<file path="src/level_ctl_params.svh">
// Purpose: offsets, field positions, reset values and gain scaling of the level control
// Assumes: 8-bit register addresses and data
// Notes:   gain values are dB in fixed point with eight fraction bits
`ifndef LEVEL_CTL_PARAMS_SVH
`define LEVEL_CTL_PARAMS_SVH

// ----------------------------------------------------------------
// register offsets
// ----------------------------------------------------------------
`define LC_OFF_CTRL        8'h2f
`define LC_OFF_LOW_TGT     8'h9d
`define LC_OFF_HIGH_TGT    8'h9e
`define LC_OFF_DIG_CEIL    8'h9f
`define LC_OFF_ANA_WIN     8'ha0
`define LC_OFF_CLIP_CTRL   8'ha1
`define LC_OFF_CLIP_THR    8'ha2
`define LC_OFF_OFS_MID     8'ha3
`define LC_OFF_OFS_TOP     8'ha4

// ----------------------------------------------------------------
// reset values
// ----------------------------------------------------------------
`define LC_RST_CTRL        8'h00
`define LC_RST_LOW_TGT     8'h3f
`define LC_RST_HIGH_TGT    8'h00
`define LC_RST_DIG_CEIL    8'hff
`define LC_RST_ANA_WIN     8'h71
`define LC_RST_CLIP_CTRL   8'h00
`define LC_RST_CLIP_THR    8'h00

// ----------------------------------------------------------------
// writable bit masks and field positions
// ----------------------------------------------------------------
`define LC_MASK_CTRL       8'h0a
`define LC_MASK_TGT        8'h3f
`define LC_MASK_ANA_WIN    8'h77
`define LC_MASK_CLIP_CTRL  8'h83
`define LC_MASK_CLIP_THR   8'h7f
`define LC_BIT_EN          3
`define LC_BIT_HYBRID      1
`define LC_BIT_CLIP_EN     7

// ----------------------------------------------------------------
// gain scaling, dB times 256
// ----------------------------------------------------------------
`define LC_DB6_Q           18'sd1536
`define LC_LEVEL_STEP_Q    18'sd384
`define LC_CLIP_BASE_Q     18'sd9
`define LC_THR_SHIFT       9
`define LC_ANA_CODE_0DB    3'h1

`endif

</file>
<file path="src/level_ctl_pkg.sv">
// Purpose: types shared by the level control files
// Assumes: params header gives the scaling
// Notes:   none
package level_ctl_pkg;
  typedef logic signed [17:0] gain_q_t;
  typedef enum logic [1:0] {
    act_hold,
    act_raise,
    act_lower,
    act_clip
  } gain_act_t;
endpackage

</file>
<file path="src/level_cfg_if.sv">
// Purpose: carries total gain and analogue window to the gain splitter
// Assumes: one clock domain
// Notes:   split results travel back on the same interface
`timescale 1ns/100ps
`default_nettype none
interface level_cfg_if;
  import level_ctl_pkg::*;
  logic          hybrid;
  logic [2:0]    ana_max;
  logic [2:0]    ana_min;
  gain_q_t       gain_total;
  logic [2:0]    ana_code;
  gain_q_t       dig_gain;
  modport src   (output hybrid, ana_max, ana_min, gain_total, input ana_code, dig_gain);
  modport split (input hybrid, ana_max, ana_min, gain_total, output ana_code, dig_gain);
endinterface
`default_nettype wire

</file>
<file path="src/level_ctl.sv">
// Purpose: level control limits, clip guard and offset readback for the left record path
// Assumes: sample inputs come from logic on clk_sys; smp_valid pulses once per sample
// Notes:   smp_level is the output amplitude in 1.5 dB steps below full scale
//
// Notes on behaviour
// - six-bit low target, 0 dBFS down in 1.5 dB steps; below it raise gain
// - no gain raise once the gain ceiling is already reached
// - six-bit high target resets to 0 dBFS; above it reduce gain
// - no gain reduction once the attenuation limit is already reached
// - four-bit gain ceiling, 6 dB per code, resets to all ones
// - four-bit attenuation ceiling, 6 dB per code, resets to all ones
// - hybrid mode caps analogue gain, code 1 is 0 dB, resets to 7
// - hybrid mode floors analogue gain, code 0 reserved, resets to 1
// - clip guard works only while control bit 7 is one; resets off
// - clip guard lowers gain 0.035 dB per sample, doubling per step code
// - clip threshold is (x+1)/128 of full scale
// - clip reduction applies only above the clip threshold
// - offset bits 15 to 8 read back, read only, reset zero
// - offset bits 19 to 16 read back in low nibble, reset zero
// - digital gain only unless hybrid bit set, then analogue plus digital
// - level control runs only while enable bit 3 is set
//
// The implementer's own choice: the strobed register port.
`timescale 1ns/100ps
`default_nettype none
`include "level_ctl_params.svh"
module level_ctl (
  input  wire logic                   clk_sys,       // system clock, 250 MHz
  input  wire logic                   rst,           // async reset, high
  input  wire logic                   ce,            // clock enable, freezes all state
  input  wire logic [7:0]             reg_addr,      // register address
  input  wire logic [7:0]             reg_wdata,     // register write data
  input  wire logic                   reg_wr,        // write strobe
  input  wire logic                   reg_rd,        // read strobe
  output logic      [7:0]             reg_rdata,     // read data, cycle after strobe
  input  wire logic                   smp_valid,     // one pulse per sample
  input  wire logic [5:0]             smp_level,     // output level, 1.5 dB steps below fs
  input  wire logic [15:0]            smp_mag,       // output magnitude, fraction of fs
  input  wire logic [19:0]            offset_corr,   // offset correction value
  output logic      [2:0]             ana_gain_code, // analogue gain code
  output level_ctl_pkg::gain_q_t      dig_gain,      // digital gain, dB times 256
  output level_ctl_pkg::gain_q_t      total_gain,    // total gain, dB times 256
  output logic                        clip_active    // last sample was clip limited
);
  import level_ctl_pkg::*;

  // ----------------------------------------------------------------
  // registers
  // ----------------------------------------------------------------
  logic [7:0] ctrl;
  logic [7:0] low_output_target;
  logic [7:0] high_output_target;
  logic [7:0] digital_gain_ceilings;
  logic [7:0] analogue_gain_window;
  logic [7:0] clip_guard_control;
  logic [7:0] clip_guard_threshold;
  logic [7:0] offset_corr_middle;
  logic [7:0] offset_corr_top;

  gain_q_t    gain;
  gain_act_t  act;

  // ----------------------------------------------------------------
  // helpers
  // ----------------------------------------------------------------
  function automatic gain_q_t db6(input logic [3:0] code);
    db6 = gain_q_t'(code) * `LC_DB6_Q;
  endfunction

  function automatic logic hit(input logic [7:0] addr, input logic [7:0] off);
    hit = (addr == off);
  endfunction

  // ----------------------------------------------------------------
  // address decode
  // ----------------------------------------------------------------
  wire logic wr_ctrl  = reg_wr && hit(reg_addr, `LC_OFF_CTRL);
  wire logic wr_low   = reg_wr && hit(reg_addr, `LC_OFF_LOW_TGT);
  wire logic wr_high  = reg_wr && hit(reg_addr, `LC_OFF_HIGH_TGT);
  wire logic wr_ceil  = reg_wr && hit(reg_addr, `LC_OFF_DIG_CEIL);
  wire logic wr_ana   = reg_wr && hit(reg_addr, `LC_OFF_ANA_WIN);
  wire logic wr_clipc = reg_wr && hit(reg_addr, `LC_OFF_CLIP_CTRL);
  wire logic wr_clipt = reg_wr && hit(reg_addr, `LC_OFF_CLIP_THR);

  // ----------------------------------------------------------------
  // register writes
  // ----------------------------------------------------------------
  always_ff @(posedge clk_sys or posedge rst) begin
    if (rst) begin
      ctrl                  <= `LC_RST_CTRL;
      low_output_target     <= `LC_RST_LOW_TGT;
      high_output_target    <= `LC_RST_HIGH_TGT;
      digital_gain_ceilings <= `LC_RST_DIG_CEIL;
      analogue_gain_window  <= `LC_RST_ANA_WIN;
      clip_guard_control    <= `LC_RST_CLIP_CTRL;
      clip_guard_threshold  <= `LC_RST_CLIP_THR;
    end else if (ce) begin
      if (wr_ctrl) begin
        ctrl <= reg_wdata & `LC_MASK_CTRL;
      end
      if (wr_low) begin
        low_output_target <= reg_wdata & `LC_MASK_TGT;
      end
      if (wr_high) begin
        high_output_target <= reg_wdata & `LC_MASK_TGT;
      end
      if (wr_ceil) begin
        digital_gain_ceilings <= reg_wdata;
      end
      if (wr_ana) begin
        analogue_gain_window <= reg_wdata & `LC_MASK_ANA_WIN;
      end
      if (wr_clipc) begin
        clip_guard_control <= reg_wdata & `LC_MASK_CLIP_CTRL;
      end
      if (wr_clipt) begin
        clip_guard_threshold <= reg_wdata & `LC_MASK_CLIP_THR;
      end
    end
  end

  // ----------------------------------------------------------------
  // offset correction readback
  // ----------------------------------------------------------------
  always_ff @(posedge clk_sys or posedge rst) begin
    if (rst) begin
      offset_corr_middle <= 8'h00;
      offset_corr_top    <= 8'h00;
    end else if (ce) begin
      offset_corr_middle <= offset_corr[15:8];
      offset_corr_top    <= {4'h0, offset_corr[19:16]};
    end
  end

  // ----------------------------------------------------------------
  // read mux
  // ----------------------------------------------------------------
  logic [7:0] rd_sel;

  always_comb begin
    case (reg_addr)
      `LC_OFF_CTRL:      rd_sel = ctrl;
      `LC_OFF_LOW_TGT:   rd_sel = low_output_target;
      `LC_OFF_HIGH_TGT:  rd_sel = high_output_target;
      `LC_OFF_DIG_CEIL:  rd_sel = digital_gain_ceilings;
      `LC_OFF_ANA_WIN:   rd_sel = analogue_gain_window;
      `LC_OFF_CLIP_CTRL: rd_sel = clip_guard_control;
      `LC_OFF_CLIP_THR:  rd_sel = clip_guard_threshold;
      `LC_OFF_OFS_MID:   rd_sel = offset_corr_middle;
      `LC_OFF_OFS_TOP:   rd_sel = offset_corr_top;
      default:           rd_sel = 8'h00;
    endcase
  end

  always_ff @(posedge clk_sys or posedge rst) begin
    if (rst) begin
      reg_rdata <= 8'h00;
    end else if (ce) begin
      reg_rdata <= reg_rd ? rd_sel : 8'h00;
    end
  end

  // ----------------------------------------------------------------
  // control fields
  // ----------------------------------------------------------------
  wire logic       alc_on     = ctrl[`LC_BIT_EN];
  wire logic       hybrid     = ctrl[`LC_BIT_HYBRID];
  wire logic       clip_on    = clip_guard_control[`LC_BIT_CLIP_EN];
  wire logic [1:0] clip_step  = clip_guard_control[1:0];
  wire logic [5:0] low_code   = low_output_target[5:0];
  wire logic [5:0] high_code  = high_output_target[5:0];
  wire gain_q_t    gain_ceil  = db6(digital_gain_ceilings[7:4]);
  wire gain_q_t    atten_ceil = -db6(digital_gain_ceilings[3:0]);

  // ----------------------------------------------------------------
  // sample classification
  // ----------------------------------------------------------------
  // larger level code means a quieter output
  wire logic below_low  = smp_level > low_code;
  wire logic above_high = smp_level < high_code;

  // threshold in magnitude units is (x+1) * 2^16 / 128
  wire logic [7:0]  thr_units = {1'b0, clip_guard_threshold[6:0]} + 8'h01;
  wire logic [16:0] clip_thr  = {thr_units, 9'h000};
  wire logic        above_clip = {1'b0, smp_mag} > clip_thr;

  wire logic at_ceil  = gain >= gain_ceil;
  wire logic at_atten = gain <= atten_ceil;

  always_comb begin
    if (clip_on && above_clip && !at_atten) begin
      act = act_clip;
    end else if (above_high && !at_atten) begin
      act = act_lower;
    end else if (below_low && !above_high && !at_ceil) begin
      act = act_raise;
    end else begin
      act = act_hold;
    end
  end

  // ----------------------------------------------------------------
  // gain update
  // ----------------------------------------------------------------
  wire gain_q_t clip_dec   = `LC_CLIP_BASE_Q <<< clip_step;
  wire gain_q_t up_gain    = gain + `LC_LEVEL_STEP_Q;
  wire gain_q_t down_gain  = gain - `LC_LEVEL_STEP_Q;
  wire gain_q_t clip_gain  = gain - clip_dec;
  gain_q_t      next_gain;

  always_comb begin
    case (act)
      act_raise: next_gain = (up_gain > gain_ceil) ? gain_ceil : up_gain;
      act_lower: next_gain = (down_gain < atten_ceil) ? atten_ceil : down_gain;
      act_clip:  next_gain = (clip_gain < atten_ceil) ? atten_ceil : clip_gain;
      act_hold:  next_gain = gain;
      default:   next_gain = gain;
    endcase
  end

  always_ff @(posedge clk_sys or posedge rst) begin
    if (rst) begin
      gain        <= '0;
      clip_active <= 1'b0;
    end else if (ce) begin
      if (!alc_on) begin
        gain        <= '0;
        clip_active <= 1'b0;
      end else if (smp_valid) begin
        gain        <= next_gain;
        clip_active <= (act == act_clip);
      end
    end
  end

  assign total_gain = gain;

  // ----------------------------------------------------------------
  // analogue and digital split
  // ----------------------------------------------------------------
  level_cfg_if cfg ();

  assign cfg.hybrid     = hybrid;
  assign cfg.ana_max    = analogue_gain_window[6:4];
  assign cfg.ana_min    = analogue_gain_window[2:0];
  assign cfg.gain_total = gain;

  level_gain_split u_split (
    .clk_sys (clk_sys),
    .rst     (rst),
    .ce      (ce),
    .cfg     (cfg.split)
  );

  assign ana_gain_code = cfg.ana_code;
  assign dig_gain      = cfg.dig_gain;
endmodule
`default_nettype wire

</file>
<file path="src/level_gain_split.sv">
// Purpose: splits the total gain into analogue and digital parts
// Assumes: analogue steps of 6 dB, code 1 is 0 dB
// Notes:   reserved code 0 in the window is treated as code 1
`timescale 1ns/100ps
`default_nettype none
`include "level_ctl_params.svh"
module level_gain_split (
  input  wire logic clk_sys,   // system clock
  input  wire logic rst,       // async reset, high
  input  wire logic ce,        // clock enable
  level_cfg_if.split cfg       // gain and window in, split out
);
  import level_ctl_pkg::*;

  // ----------------------------------------------------------------
  // analogue code selection
  // ----------------------------------------------------------------
  function automatic logic [2:0] fix_code(input logic [2:0] c);
    fix_code = (c == 3'h0) ? `LC_ANA_CODE_0DB : c;
  endfunction

  function automatic logic [2:0] steps_of(input gain_q_t g);
    logic [2:0] s;
    s = 3'h0;
    for (int k = 1; k < 7; k++) begin
      if (g >= 18'(k * 1536)) begin
        s = 3'(k);
      end
    end
    steps_of = s;
  endfunction

  wire logic [2:0] lo_code  = fix_code(cfg.ana_min);
  wire logic [2:0] hi_code  = fix_code(cfg.ana_max);
  wire logic [2:0] raw_code = steps_of(cfg.gain_total) + 3'h1;
  wire logic [2:0] up_code  = (raw_code < lo_code) ? lo_code : raw_code;
  wire logic [2:0] win_code = (up_code > hi_code) ? hi_code : up_code;
  wire logic [2:0] sel_code = cfg.hybrid ? win_code : `LC_ANA_CODE_0DB;
  wire gain_q_t    ana_q    = gain_q_t'(sel_code - 3'h1) * `LC_DB6_Q;
  wire gain_q_t    dig_q    = cfg.gain_total - ana_q;

  always_ff @(posedge clk_sys or posedge rst) begin
    if (rst) begin
      cfg.ana_code <= `LC_ANA_CODE_0DB;
      cfg.dig_gain <= '0;
    end else if (ce) begin
      cfg.ana_code <= sel_code;
      cfg.dig_gain <= dig_q;
    end
  end
endmodule
`default_nettype wire

</file>
<file path="config.mk">
export PLATFORM = sky130hd
export DESIGN_NAME = level_ctl
export DESIGN_NICKNAME = d
export VERILOG_FILES = /design/src/level_ctl_pkg.sv /design/src/level_cfg_if.sv /design/src/level_ctl.sv /design/src/level_gain_split.sv
export VERILOG_INCLUDE_DIRS = /design/src
export SDC_FILE = /design/constraint.sdc
export NUM_CORES = 1
export LEC_CHECK = 0
export ABC_AREA = 1
export BUFFER_PORTS_ARGS = -buffer_cell sky130_fd_sc_hd__buf_2
export CAP_MARGIN = 0
export CORE_MARGIN = 2
export CORE_UTILIZATION = 25
export CTS_CLUSTER_DIAMETER = 150
export DETAILED_ROUTE_END_ITERATION = 10
export PLACE_DENSITY = 0.4
export SYNTH_ARGS = -nofsm -noshare
export SYNTH_HDL_FRONTEND = slang
export SYNTH_SLANG_ARGS = --single-unit
</file>
<file path="constraint.sdc">
create_clock -name clk_sys -period 10.3 [get_ports clk_sys]
set_input_delay 1.03 -clock clk_sys [delete_from_list [all_inputs] [get_ports clk_sys]]
set_output_delay 1.03 -clock clk_sys [all_outputs]
set_load 0.05 [all_outputs]
</file>
==> impl_metrics.tcl, run 1 <==
set metrics [dict create \
    status "finished, final reports clean" \
    max-cap-violations 0 \
    clock_latency_ns 0.36 \
    dr.pass1.iters 5 \
    cts.sinks 98 \
    syn_area_sq_um 8540 \
    swShare_pct 35.2 \
    combPwrFrac_pct 23.9 \
    critPathMaxFanout 11 \
    final_common_cell "nand2_1" \
    worst_slew_pin_slew_ns 0.871 \
    dpl-instance-area_sq_um 9440 \
    setup_tns_ns 0 \
    gp_congestion 0.831 \
    holdBufCountCts 0 \
    cts_buffer_depth 2 \
    holdCritPathClass "reg -> reg" \
    clock_skew_ns 0.00996 \
    drive_above_1_share_pct 13.8 \
    wirelength_mm 27.5 \
    drc 0 \
    period_share_pct 69.8 \
    power_switching_mw 0.351 \
    setup_viol 0 \
    ys_ff_latch 98 \
    max_freq_mhz 139 \
    start_util_pct 25.4 \
    root_buffer "clkbuf_16" \
    async_reset_ff_share_pct 100 \
    cts_buffers 9 \
    seqPwrFrac_pct 40.7 \
    slowest_delay_ns 0.73 \
    power_density_nw_per_um2 102 \
    grt_usage_pct 15.8 \
    clkPwrFrac_pct 35.4 \
    critPathRequiredTime_ns 10.56 \
    overflow 0 \
    rows 67 \
    setup.worst_path.end_class "flip-flop" \
    power_mw 0.996 \
    post_drt_wl_per_cell_um 16.1 \
    ctsResizeCount 0 \
    critPathTopFamily "adder cells" \
    postSynthNetCount 1346 \
    nets 1429 \
    crit_path_frequent_cell "nand2_1" \
    min_period_ns 7.19 \
    grt_max_degree 65 \
    ant_nets 0 \
    intPower_mw 0.645 \
    syn_inst 1174 \
    path_class "reg -> reg" \
    grt_pass1_vias 7617 \
    grt_first_pass_wirelength_mm 43.8 \
    syn_area_per_cell_sq_um 7.27 \
    vias_per_cell 4.53 \
    synth_edf_count 0 \
    yosysWarnings 0 \
    vias 7750 \
    ys_types 50 \
    finish.utilization_pct 29.0 \
    cp.arrival_ns 7.45 \
    slew_headroom_pct 41.9 \
    cts_tree "yes" \
    h-tree-depth 3 \
    die_w_um 189 \
    drv_slew 0 \
    final_cell_mix "293 x nand2_1, 172 x inv_1, 103 x buf_2, 102 x ha_1, 98 x o21ai_0" \
    worstSetupStartpointType "flip-flop" \
    drt-initial-drc-count 416 \
    dp_hpwl_mm 21.9 \
    path_clk_slew_ns 0.08 \
    diodes 0 \
    whs_ns 0.473 \
    finalInstanceArea_sq_um 9730 \
    critPathBufInv 7 \
    grt_antenna_before_repair 0 \
    hold_viol_final 0 \
    port_buffers 103 \
    ios 112 \
    core_area_sq_um 33600 \
    synth-main-ff-cell "dfrtp_1" \
    post_cts_buffers 0 \
    die_area_sq_um 35700 \
    ys_seq_area_share_pct 29.0 \
    syn_to_final_growth_pct 14.0 \
    vdd_ir_drop_max_mv 0.0734 \
    cp_slowest_cell "dfrtp_1" \
    p_leak_nw 5.02 \
    rsz0062_at_grt "false" \
    die_h_um 189 \
]
Yosys cell counts (all sizes together) (3+ instances only):
cell type / count / area, sq um
o21bai: 4 / 30.0
clkbuf: 14 / 52.6
a31oi: 10 / 62.6
nand4: 14 / 118
inv: 175 / 657
nand2: 300 / 1150
nor2: 89 / 389
nor4: 4 / 25.0
dfrtp: 79 / 1980
o211ai: 10 / 75.1
o22ai: 7 / 43.8
xnor2: 10 / 87.6
dfstp: 19 / 499
a21boi: 3 / 22.5
o21ai: 110 / 558
ha: 102 / 1280
xor2: 39 / 349
nand3: 61 / 305
a22o: 5 / 43.8
a21o: 4 / 30.0
nor3: 15 / 80.1
nor3b: 3 / 22.5
a21oi: 49 / 249
buf: 25 / 191
fa: 6 / 120
logic make-up after synthesis:
group | Yosys count | share of synthesized area [%]
adders and majority gates | 108 | 16.3
DFF | 98 | 29.0
and+or+nand+nor | 489 | 24.7
buffers and inverters | 216 | 10.6
xor gates and xnor gates | 49 | 5.11
AOI/OAI and AO/OA | 214 | 14.2
stage by stage:
step	cells	worst slack [ns]
6_report	1710	3.11
5_1_grt	1710	2.25
4_1_cts	1710	3.05
3_5_place_dp	1694	3.05
3_3_place_gp	1694	3.15
2_1_floorplan	1174	3.82
flip-flops by register name, summed over array words and instances, names as in the netlist:
signal                 count
offset_corr_top            4
low_output_target          6
digital_gain_ceilings      8
clip_guard_threshold       7
u_split.cfg.dig_gain      18
clip_guard_control         3
reg_rdata                  8
high_output_target         6
clip_active                1
ctrl                       2
offset_corr_middle         8
total_gain                18
analogue_gain_window       6
u_split.cfg.ana_code       3
layout make-up:
class / instances / area [sq um]
inverter: 177 / 667
sequential: 98 / 2480
clock inverter: 7 / 72.6
fill: 3699 / 23900
timing repair buffer: 111 / 576
multi-input combinational: 860 / 5160
clock buffer: 9 / 225
tap: 448 / 561
worst reg2reg max path: cells and delay by family (launching register included):
family	cells	cell delay (ns)
DFF	1	0.73
AOI/OAI and AO/OA	10	1.90
and+or+nand+nor	14	1.08
xor gates and xnor gates	3	0.54
buffers and inverters	7	0.71
adders and majority gates	8	2.18
path summary, 6_finish.rpt:
path,start,end,slack [ns],cells past startpoint
worst min-delay path,u_split.cfg.dig_gain[10],u_split.cfg.dig_gain[10],0.47,2
worst min register to register,u_split.cfg.dig_gain[10],u_split.cfg.dig_gain[10],0.47,2
min in group asynchronous,rst,u_split.cfg.dig_gain[17],0.67,2
worst max register to register,total_gain[12],u_split.cfg.dig_gain[17],3.11,42
max in group asynchronous,rst,total_gain[13],8.39,3
worst max-delay path,total_gain[12],u_split.cfg.dig_gain[17],3.11,42
routing by layer:
metal	track usage [%]	wire length (um)	part of all wire (%)	vias to the layer above
met1	21.6	13300	49	3604
met3	2.35	941	3.4	10
met5	0	0	0	-
li1	-	-	-	3984
met2	26.9	13000	47	152
met4	2.40	176	0.64	0
power groups by stage:
stage	registers [mW]	logic (mW)	clock network, mW
4_1_cts	0.406	0.240	0.365
6_report	0.405	0.238	0.353
3_5_place_dp	0.413	0.239	0
2_1_floorplan	0.419	0.158	0
3_3_place_gp	0.413	0.237	0
5_1_grt	0.407	0.272	0.382
Note: power is estimated with default switching activity, not from simulation.
==> run 2: changes to the inputs <==
ABC_AREA = 0   (was 1)
clock period = 7 ns   (was 10.3 ns; I/O delays follow)
==> run 2 against run 1 <==
Against the previous run:
- synthesized cell count down 21%
- combinational power rose to 13 times the previous value
- worst setup slack worse by 2.6 ns
- critical path depth down 5
- final cell count down 14%
- core utilization up 0.66 points
- critical path type unchanged
- largest power group is now combinational cells
==> impl_metrics.tcl, run 2 <==
set metrics [dict create \
    status "finished, final reports clean" \
    min_period_ns 6.50 \
    ys_top_cells_by_area "dfrtp_1 23%, ha_1 15%, mux2_2 6.4%, dfstp_2 5.8%, o21ai_0 3.6%" \
    power_density_nw_per_um2 437 \
    max_freq_mhz 154 \
    intPower_mw 2.20 \
    path_clk_slew_ns 0.09 \
    core_area_sq_um 33700 \
    setup.worst_path.end_class "flip-flop" \
    nets 1194 \
    clock_skew_ns 0.0151 \
    start_util_pct 25.5 \
    final_cells 1475 \
    hold_viol_final 0 \
    gp_congestion 0.829 \
    grt_pass1_vias 7203 \
    final.fill_count 3645 \
    cp.arrival_ns 6.81 \
    setup_viol 0 \
    worst_slew_pin_slew_ns 1.07 \
    syn_to_final_growth_pct 16.2 \
    post_drt_wl_per_cell_um 18.6 \
    cts_buffer_depth 2 \
    holdBufCountCts 0 \
    crit_path_frequent_cell "ha_1" \
    grt_first_pass_wirelength_mm 42.8 \
    period_share_pct 92.8 \
    dp_cells 1451 \
    die_h_um 189 \
    clkPwrFrac_pct 12.2 \
    postSynthNetCount 1099 \
    cp_slowest_cell "dfrtp_2" \
    synth.cells.most_frequent "102 x ha_1, 79 x dfrtp_1, 66 x inv_1" \
    vdd_ir_drop_max_mv 0.293 \
    critPathRequiredTime_ns 7.31 \
    synth_top_area_cell "dfrtp_1" \
    drc 0 \
    slew_headroom_pct 27.9 \
    die_area_sq_um 35900 \
    cts_tree "yes" \
    setup_tns_ns 0 \
    combPwrFrac_pct 70.8 \
    power_mw 4.36 \
    swShare_pct 49.6 \
    die_w_um 189 \
    cts_buffers 9 \
    wirelength_mm 27.4 \
    syn_area_per_cell_sq_um 9.27 \
    cts.sinks 98 \
    ant_nets 0 \
    p_leak_nw 4.54 \
    worstSetupStartpointType "flip-flop" \
    max-cap-violations 0 \
    syn_inst 927 \
    drv_slew 0 \
    ys_seq_area_share_pct 28.8 \
    dp_hpwl_mm 21.2 \
    whs_ns 0.418 \
    seqPwrFrac_pct 17.1 \
    synth_edf_count 0 \
    final_common_cell "buf_2" \
    yosysWarnings 0 \
    clock_latency_ns 0.37 \
    async_reset_ff_share_pct 100 \
    ios 112 \
    drt-initial-drc-count 328 \
    ys_ff_latch 98 \
    regArea_sq_um 2480 \
    fin_ws_ns 0.505 \
    synth_top_area_share_pct 23.0 \
    vias 7207 \
    power_switching_mw 2.17 \
    path_class "reg -> reg" \
    drive_above_1_share_pct 25.8 \
    yosys.cell_count.top_type "ha_1" \
    grt_max_degree 52 \
    grt_antenna_before_repair 0 \
    ys_types 90 \
    slowest_delay_ns 0.45 \
    multi_input_area_sq_um 5660 \
    diodes 0 \
    syn_area_sq_um 8590 \
    final_cell_mix "103 x buf_2, 102 x ha_1, 76 x dfrtp_1, 65 x inv_1, 64 x nand2_1" \
    synth-main-ff-cell "dfrtp_1" \
    dr.pass1.iters 4 \
    grt_usage_pct 15.5 \
    overflow 0 \
    rows 67 \
    holdCritPathClass "in -> async" \
    h-tree-depth 3 \
    critPathMaxFanout 7 \
    port_buffers 103 \
    root_buffer "clkbuf_16" \
    vias_per_cell 4.89 \
    dp_slack_ns 0.280 \
]
-- run 2: cell type report --
class | instances | area share [%]
Multi-Input combinational cell | 715 | 56.7
Sequential cell | 98 | 24.9
Timing Repair Buffer | 131 | 7.27
Tap cell | 448 | 5.62
Inverter | 67 | 2.55
Clock buffer | 9 | 2.26
Clock inverter | 7 | 0.765
-- run 2: worst max-delay path: cells and delay by family, from the launching register on --
| kind | cells | cell delay (ns) |
|---|---|---|
| muxes | 1 | 0.25 |
| buffers and inverters | 5 | 0.60 |
| and+or+nand+nor | 10 | 0.94 |
| DFF | 1 | 0.45 |
| AOI/OAI and AO/OA | 9 | 1.39 |
| adders and majority gates | 8 | 2.15 |
| xor gates and xnor gates | 4 | 0.65 |
-- run 2: worst paths after layout --
| kind | from | to | slack [ns] | cells after the start |
|---|---|---|---|---|
| max | total_gain[12] | u_split.cfg.dig_gain[17] | 0.50 | 37 |
| min | rst | u_split.cfg.dig_gain[4] | 0.42 | 2 |
| max reg2reg | total_gain[12] | u_split.cfg.dig_gain[17] | 0.50 | 37 |
| min reg2reg | u_split.cfg.dig_gain[12] | u_split.cfg.dig_gain[12] | 0.48 | 2 |
| max in group asynchronous | rst | total_gain[12] | 5.41 | 3 |
| min in group clk_sys | u_split.cfg.dig_gain[12] | u_split.cfg.dig_gain[12] | 0.48 | 2 |
-- run 2: per-layer routing --
layer | up-vias | global-route usage, % | share of wire [%]
met5 | - | 0 | 0
met4 | 0 | 4.05 | 1.6
met3 | 27 | 2.22 | 3.0
met2 | 137 | 24.2 | 45
met1 | 3461 | 22.2 | 50
li1 | 3582 | - | -
-- run 2: power by group through the flow --
stage          clock [mW]  sequential [mW]  combinational, mW
2_1_floorplan           0            0.945               2.02
3_3_place_gp            0            0.757               2.95
6_report            0.531            0.745               3.09
3_5_place_dp            0            0.758               2.96
4_1_cts             0.553            0.748               2.97
5_1_grt             0.576            0.758               3.50
-- run 2: repair_timing --
action | 4_1_cts | 5_1_grt
resized for setup | 0 | 13
setup buffers | 0 | 8
setup endpoints to repair | 0 | 3
-- run 2: cell families (layout without fill, tap and decap cells) --
kind of cell	Yosys count	after routing	synth area share (%)
xor+xnor	47	47	4.88
buf+inv	114	214	5.80
simple gates	260	260	16.6
fa+ha+maj	108	108	16.3
flops	98	98	28.8
mux	66	66	9.04
compound gates	234	234	18.6
-- run 2: through the flow --
stage	cell area, sq um	util [%]
floorplan	8590	-
global route	9980	29.6
CTS	9870	29.3
detailed placement	9570	28.4
finish	9980	29.6
global placement	9570	28.4
==> run 3: changes to the inputs <==
MAX_ROUTING_LAYER = met4   (was unset)
==> run 3 against run 2 <==
Against the previous run:
- final cell count about the same
- global-route usage is 0.42 points higher
- core utilization is essentially flat
- combinational power about the same
- sequential power about the same
- final area is essentially flat
- routed wire length shrank 0.34%
- worst setup slack gained 0.021 ns
- critical path depth unchanged
- via count down 1.0%
- sequential share of layout area hardly changed
- worst hold slack is essentially flat
- largest cell class unchanged
- largest power group unchanged
==> impl_metrics.tcl, run 3 (synthesis results as in run 2) <==
set metrics [dict create \
    status "finished, final reports clean" \
    core_area_sq_um 33700 \
    cts.sinks 98 \
    vias_per_cell 4.84 \
    ios 112 \
    path_clk_slew_ns 0.09 \
    grt_max_degree 52 \
    vias 7135 \
    combPwrFrac_pct 70.7 \
    crit_path_frequent_cell "ha_1" \
    final_common_cell "buf_2" \
    p_leak_nw 4.54 \
    setup.worst_path.end_class "flip-flop" \
    diodes 0 \
    dp_hpwl_mm 21.2 \
    setup_viol 0 \
    holdCritPathClass "in -> async" \
    die_area_sq_um 35900 \
    nets 1193 \
    vdd_ir_drop_max_mv 0.292 \
    power_mw 4.35 \
    power_density_nw_per_um2 437 \
    cp_slowest_cell "dfrtp_2" \
    hold_viol_final 0 \
    die_w_um 189 \
    period_share_pct 92.5 \
    port_buffers 103 \
    cts_buffers 9 \
    r2r_start "total_gain[11]" \
    drv_slew 0 \
    grt_pass1_vias 7205 \
    whs_ns 0.418 \
    crit_start "total_gain[11]" \
    rows 67 \
    drc 0 \
    grt_first_pass_wirelength_mm 42.7 \
    setup_tns_ns 0 \
    slowest_delay_ns 0.45 \
    slew_headroom_pct 28.5 \
    syn_to_final_growth_pct 16.1 \
    path_class "reg -> reg" \
    max_freq_mhz 154 \
    clock_latency_ns 0.37 \
    post_drt_wl_per_cell_um 18.5 \
    final_cell_mix "103 x buf_2, 102 x ha_1, 76 x dfrtp_1, 65 x inv_1, 64 x nand2_1" \
    cp.arrival_ns 6.78 \
    cts_tree "yes" \
    clkPwrFrac_pct 12.2 \
    power_switching_mw 2.16 \
    gp_congestion 0.842 \
    overflow 0 \
    ant_nets 0 \
    root_buffer "clkbuf_16" \
    wirelength_mm 27.3 \
    clock_skew_ns 0.0134 \
    max-cap-violations 0 \
    intPower_mw 2.19 \
    drt-initial-drc-count 323 \
    grt_usage_pct 15.9 \
    grt_antenna_before_repair 0 \
    worstSetupStartpointType "flip-flop" \
    h-tree-depth 3 \
    timing.rr.end "u_split.cfg.dig_gain[17]" \
    worst_slew_pin_slew_ns 1.06 \
    final.fill_count 3646 \
    cts_buffer_depth 2 \
    die_h_um 189 \
    r2r_slack_ns 0.53 \
    critPathMaxFanout 7 \
    r2r_cells 37 \
    critPathRequiredTime_ns 7.31 \
    swShare_pct 49.6 \
    endpoint "u_split.cfg.dig_gain[17]" \
    min_period_ns 6.47 \
    seqPwrFrac_pct 17.1 \
    start_util_pct 25.5 \
    dr.pass1.iters 4 \
    drive_above_1_share_pct 25.7 \
]
==> run 3: power groups by stage <==
stage	registers, mW	logic, mW	clock network [mW]
after floorplan	0.945	2.02	0
after global placement	0.757	2.95	0
after detailed placement	0.758	2.96	0
after CTS	0.748	2.97	0.553
after global routing	0.757	3.49	0.575
final	0.744	3.08	0.530
==> run 3: layout make-up <==
| type | instances | area, sq um | share of cell area, % |
|---|---|---|---|
| Tap cell | 448 | 561 | 5.62 |
| Sequential cell | 98 | 2480 | 24.9 |
| Multi-Input combinational cell | 715 | 5660 | 56.7 |
| Timing Repair Buffer | 130 | 718 | 7.20 |
| Inverter | 67 | 254 | 2.55 |
| Clock inverter | 7 | 76.3 | 0.765 |
| Clock buffer | 9 | 225 | 2.26 |
==> run 3: layer usage <==
layer	wire length, um	up-vias	track usage, %
met5	0	-	-
met2	12400	117	24.3
li1	-	3574	-
met3	886	26	2.09
met4	445	0	4.05
met1	13600	3418	22.2
==> run 3: metrics by stage <==
| stage | instance area (sq um) | setup WS (ns) | cells | util (%) |
|---|---|---|---|---|
| 2_1_floorplan | 8590 | 0.0706 | 927 | - |
| 3_3_place_gp | 9570 | 0.381 | 1451 | 28.4 |
| 3_5_place_dp | 9570 | 0.280 | 1451 | 28.4 |
| 4_1_cts | 9870 | 0.243 | 1467 | 29.3 |
| 5_1_grt | 9970 | -0.0248 | 1474 | 29.6 |
| 6_report | 9970 | 0.526 | 1474 | 29.6 |
==> run 3: worst max-delay path, delay by kind of cell (launching register included) <==
family | cells | cell delay, ns
xor gates and xnor gates | 4 | 0.65
DFF | 1 | 0.45
buffers and inverters | 5 | 0.62
muxes | 1 | 0.25
and+or+nand+nor | 10 | 0.91
adders and majority gates | 8 | 2.15
AOI/OAI and AO/OA | 9 | 1.39
==> run 3: timing repair <==
| action | in CTS | in global routing |
|---|---|---|
| setup buffers | 0 | 7 |
| endpoints found under the setup margin | 0 | 3 |
| gates resized for setup | 0 | 13 |
| endpoints found under the hold margin | 0 | 0 |
| hold buffers | 0 | 0 |
==> run 3: how the worst min path moves through the flow <==
stage / end / slack (ns) / cells past startpoint
final: u_split.cfg.dig_gain[3] / 0.42 / 2
after global routing: u_split.cfg.dig_gain[2] / 0.47 / 2
after CTS: total_gain[3] / 0.45 / 2
after detailed placement: u_split.cfg.dig_gain[12] / 0.47 / 2
after global placement: u_split.cfg.dig_gain[12] / 0.47 / 2
after floorplan: offset_corr_middle[7] / 0.47 / 1
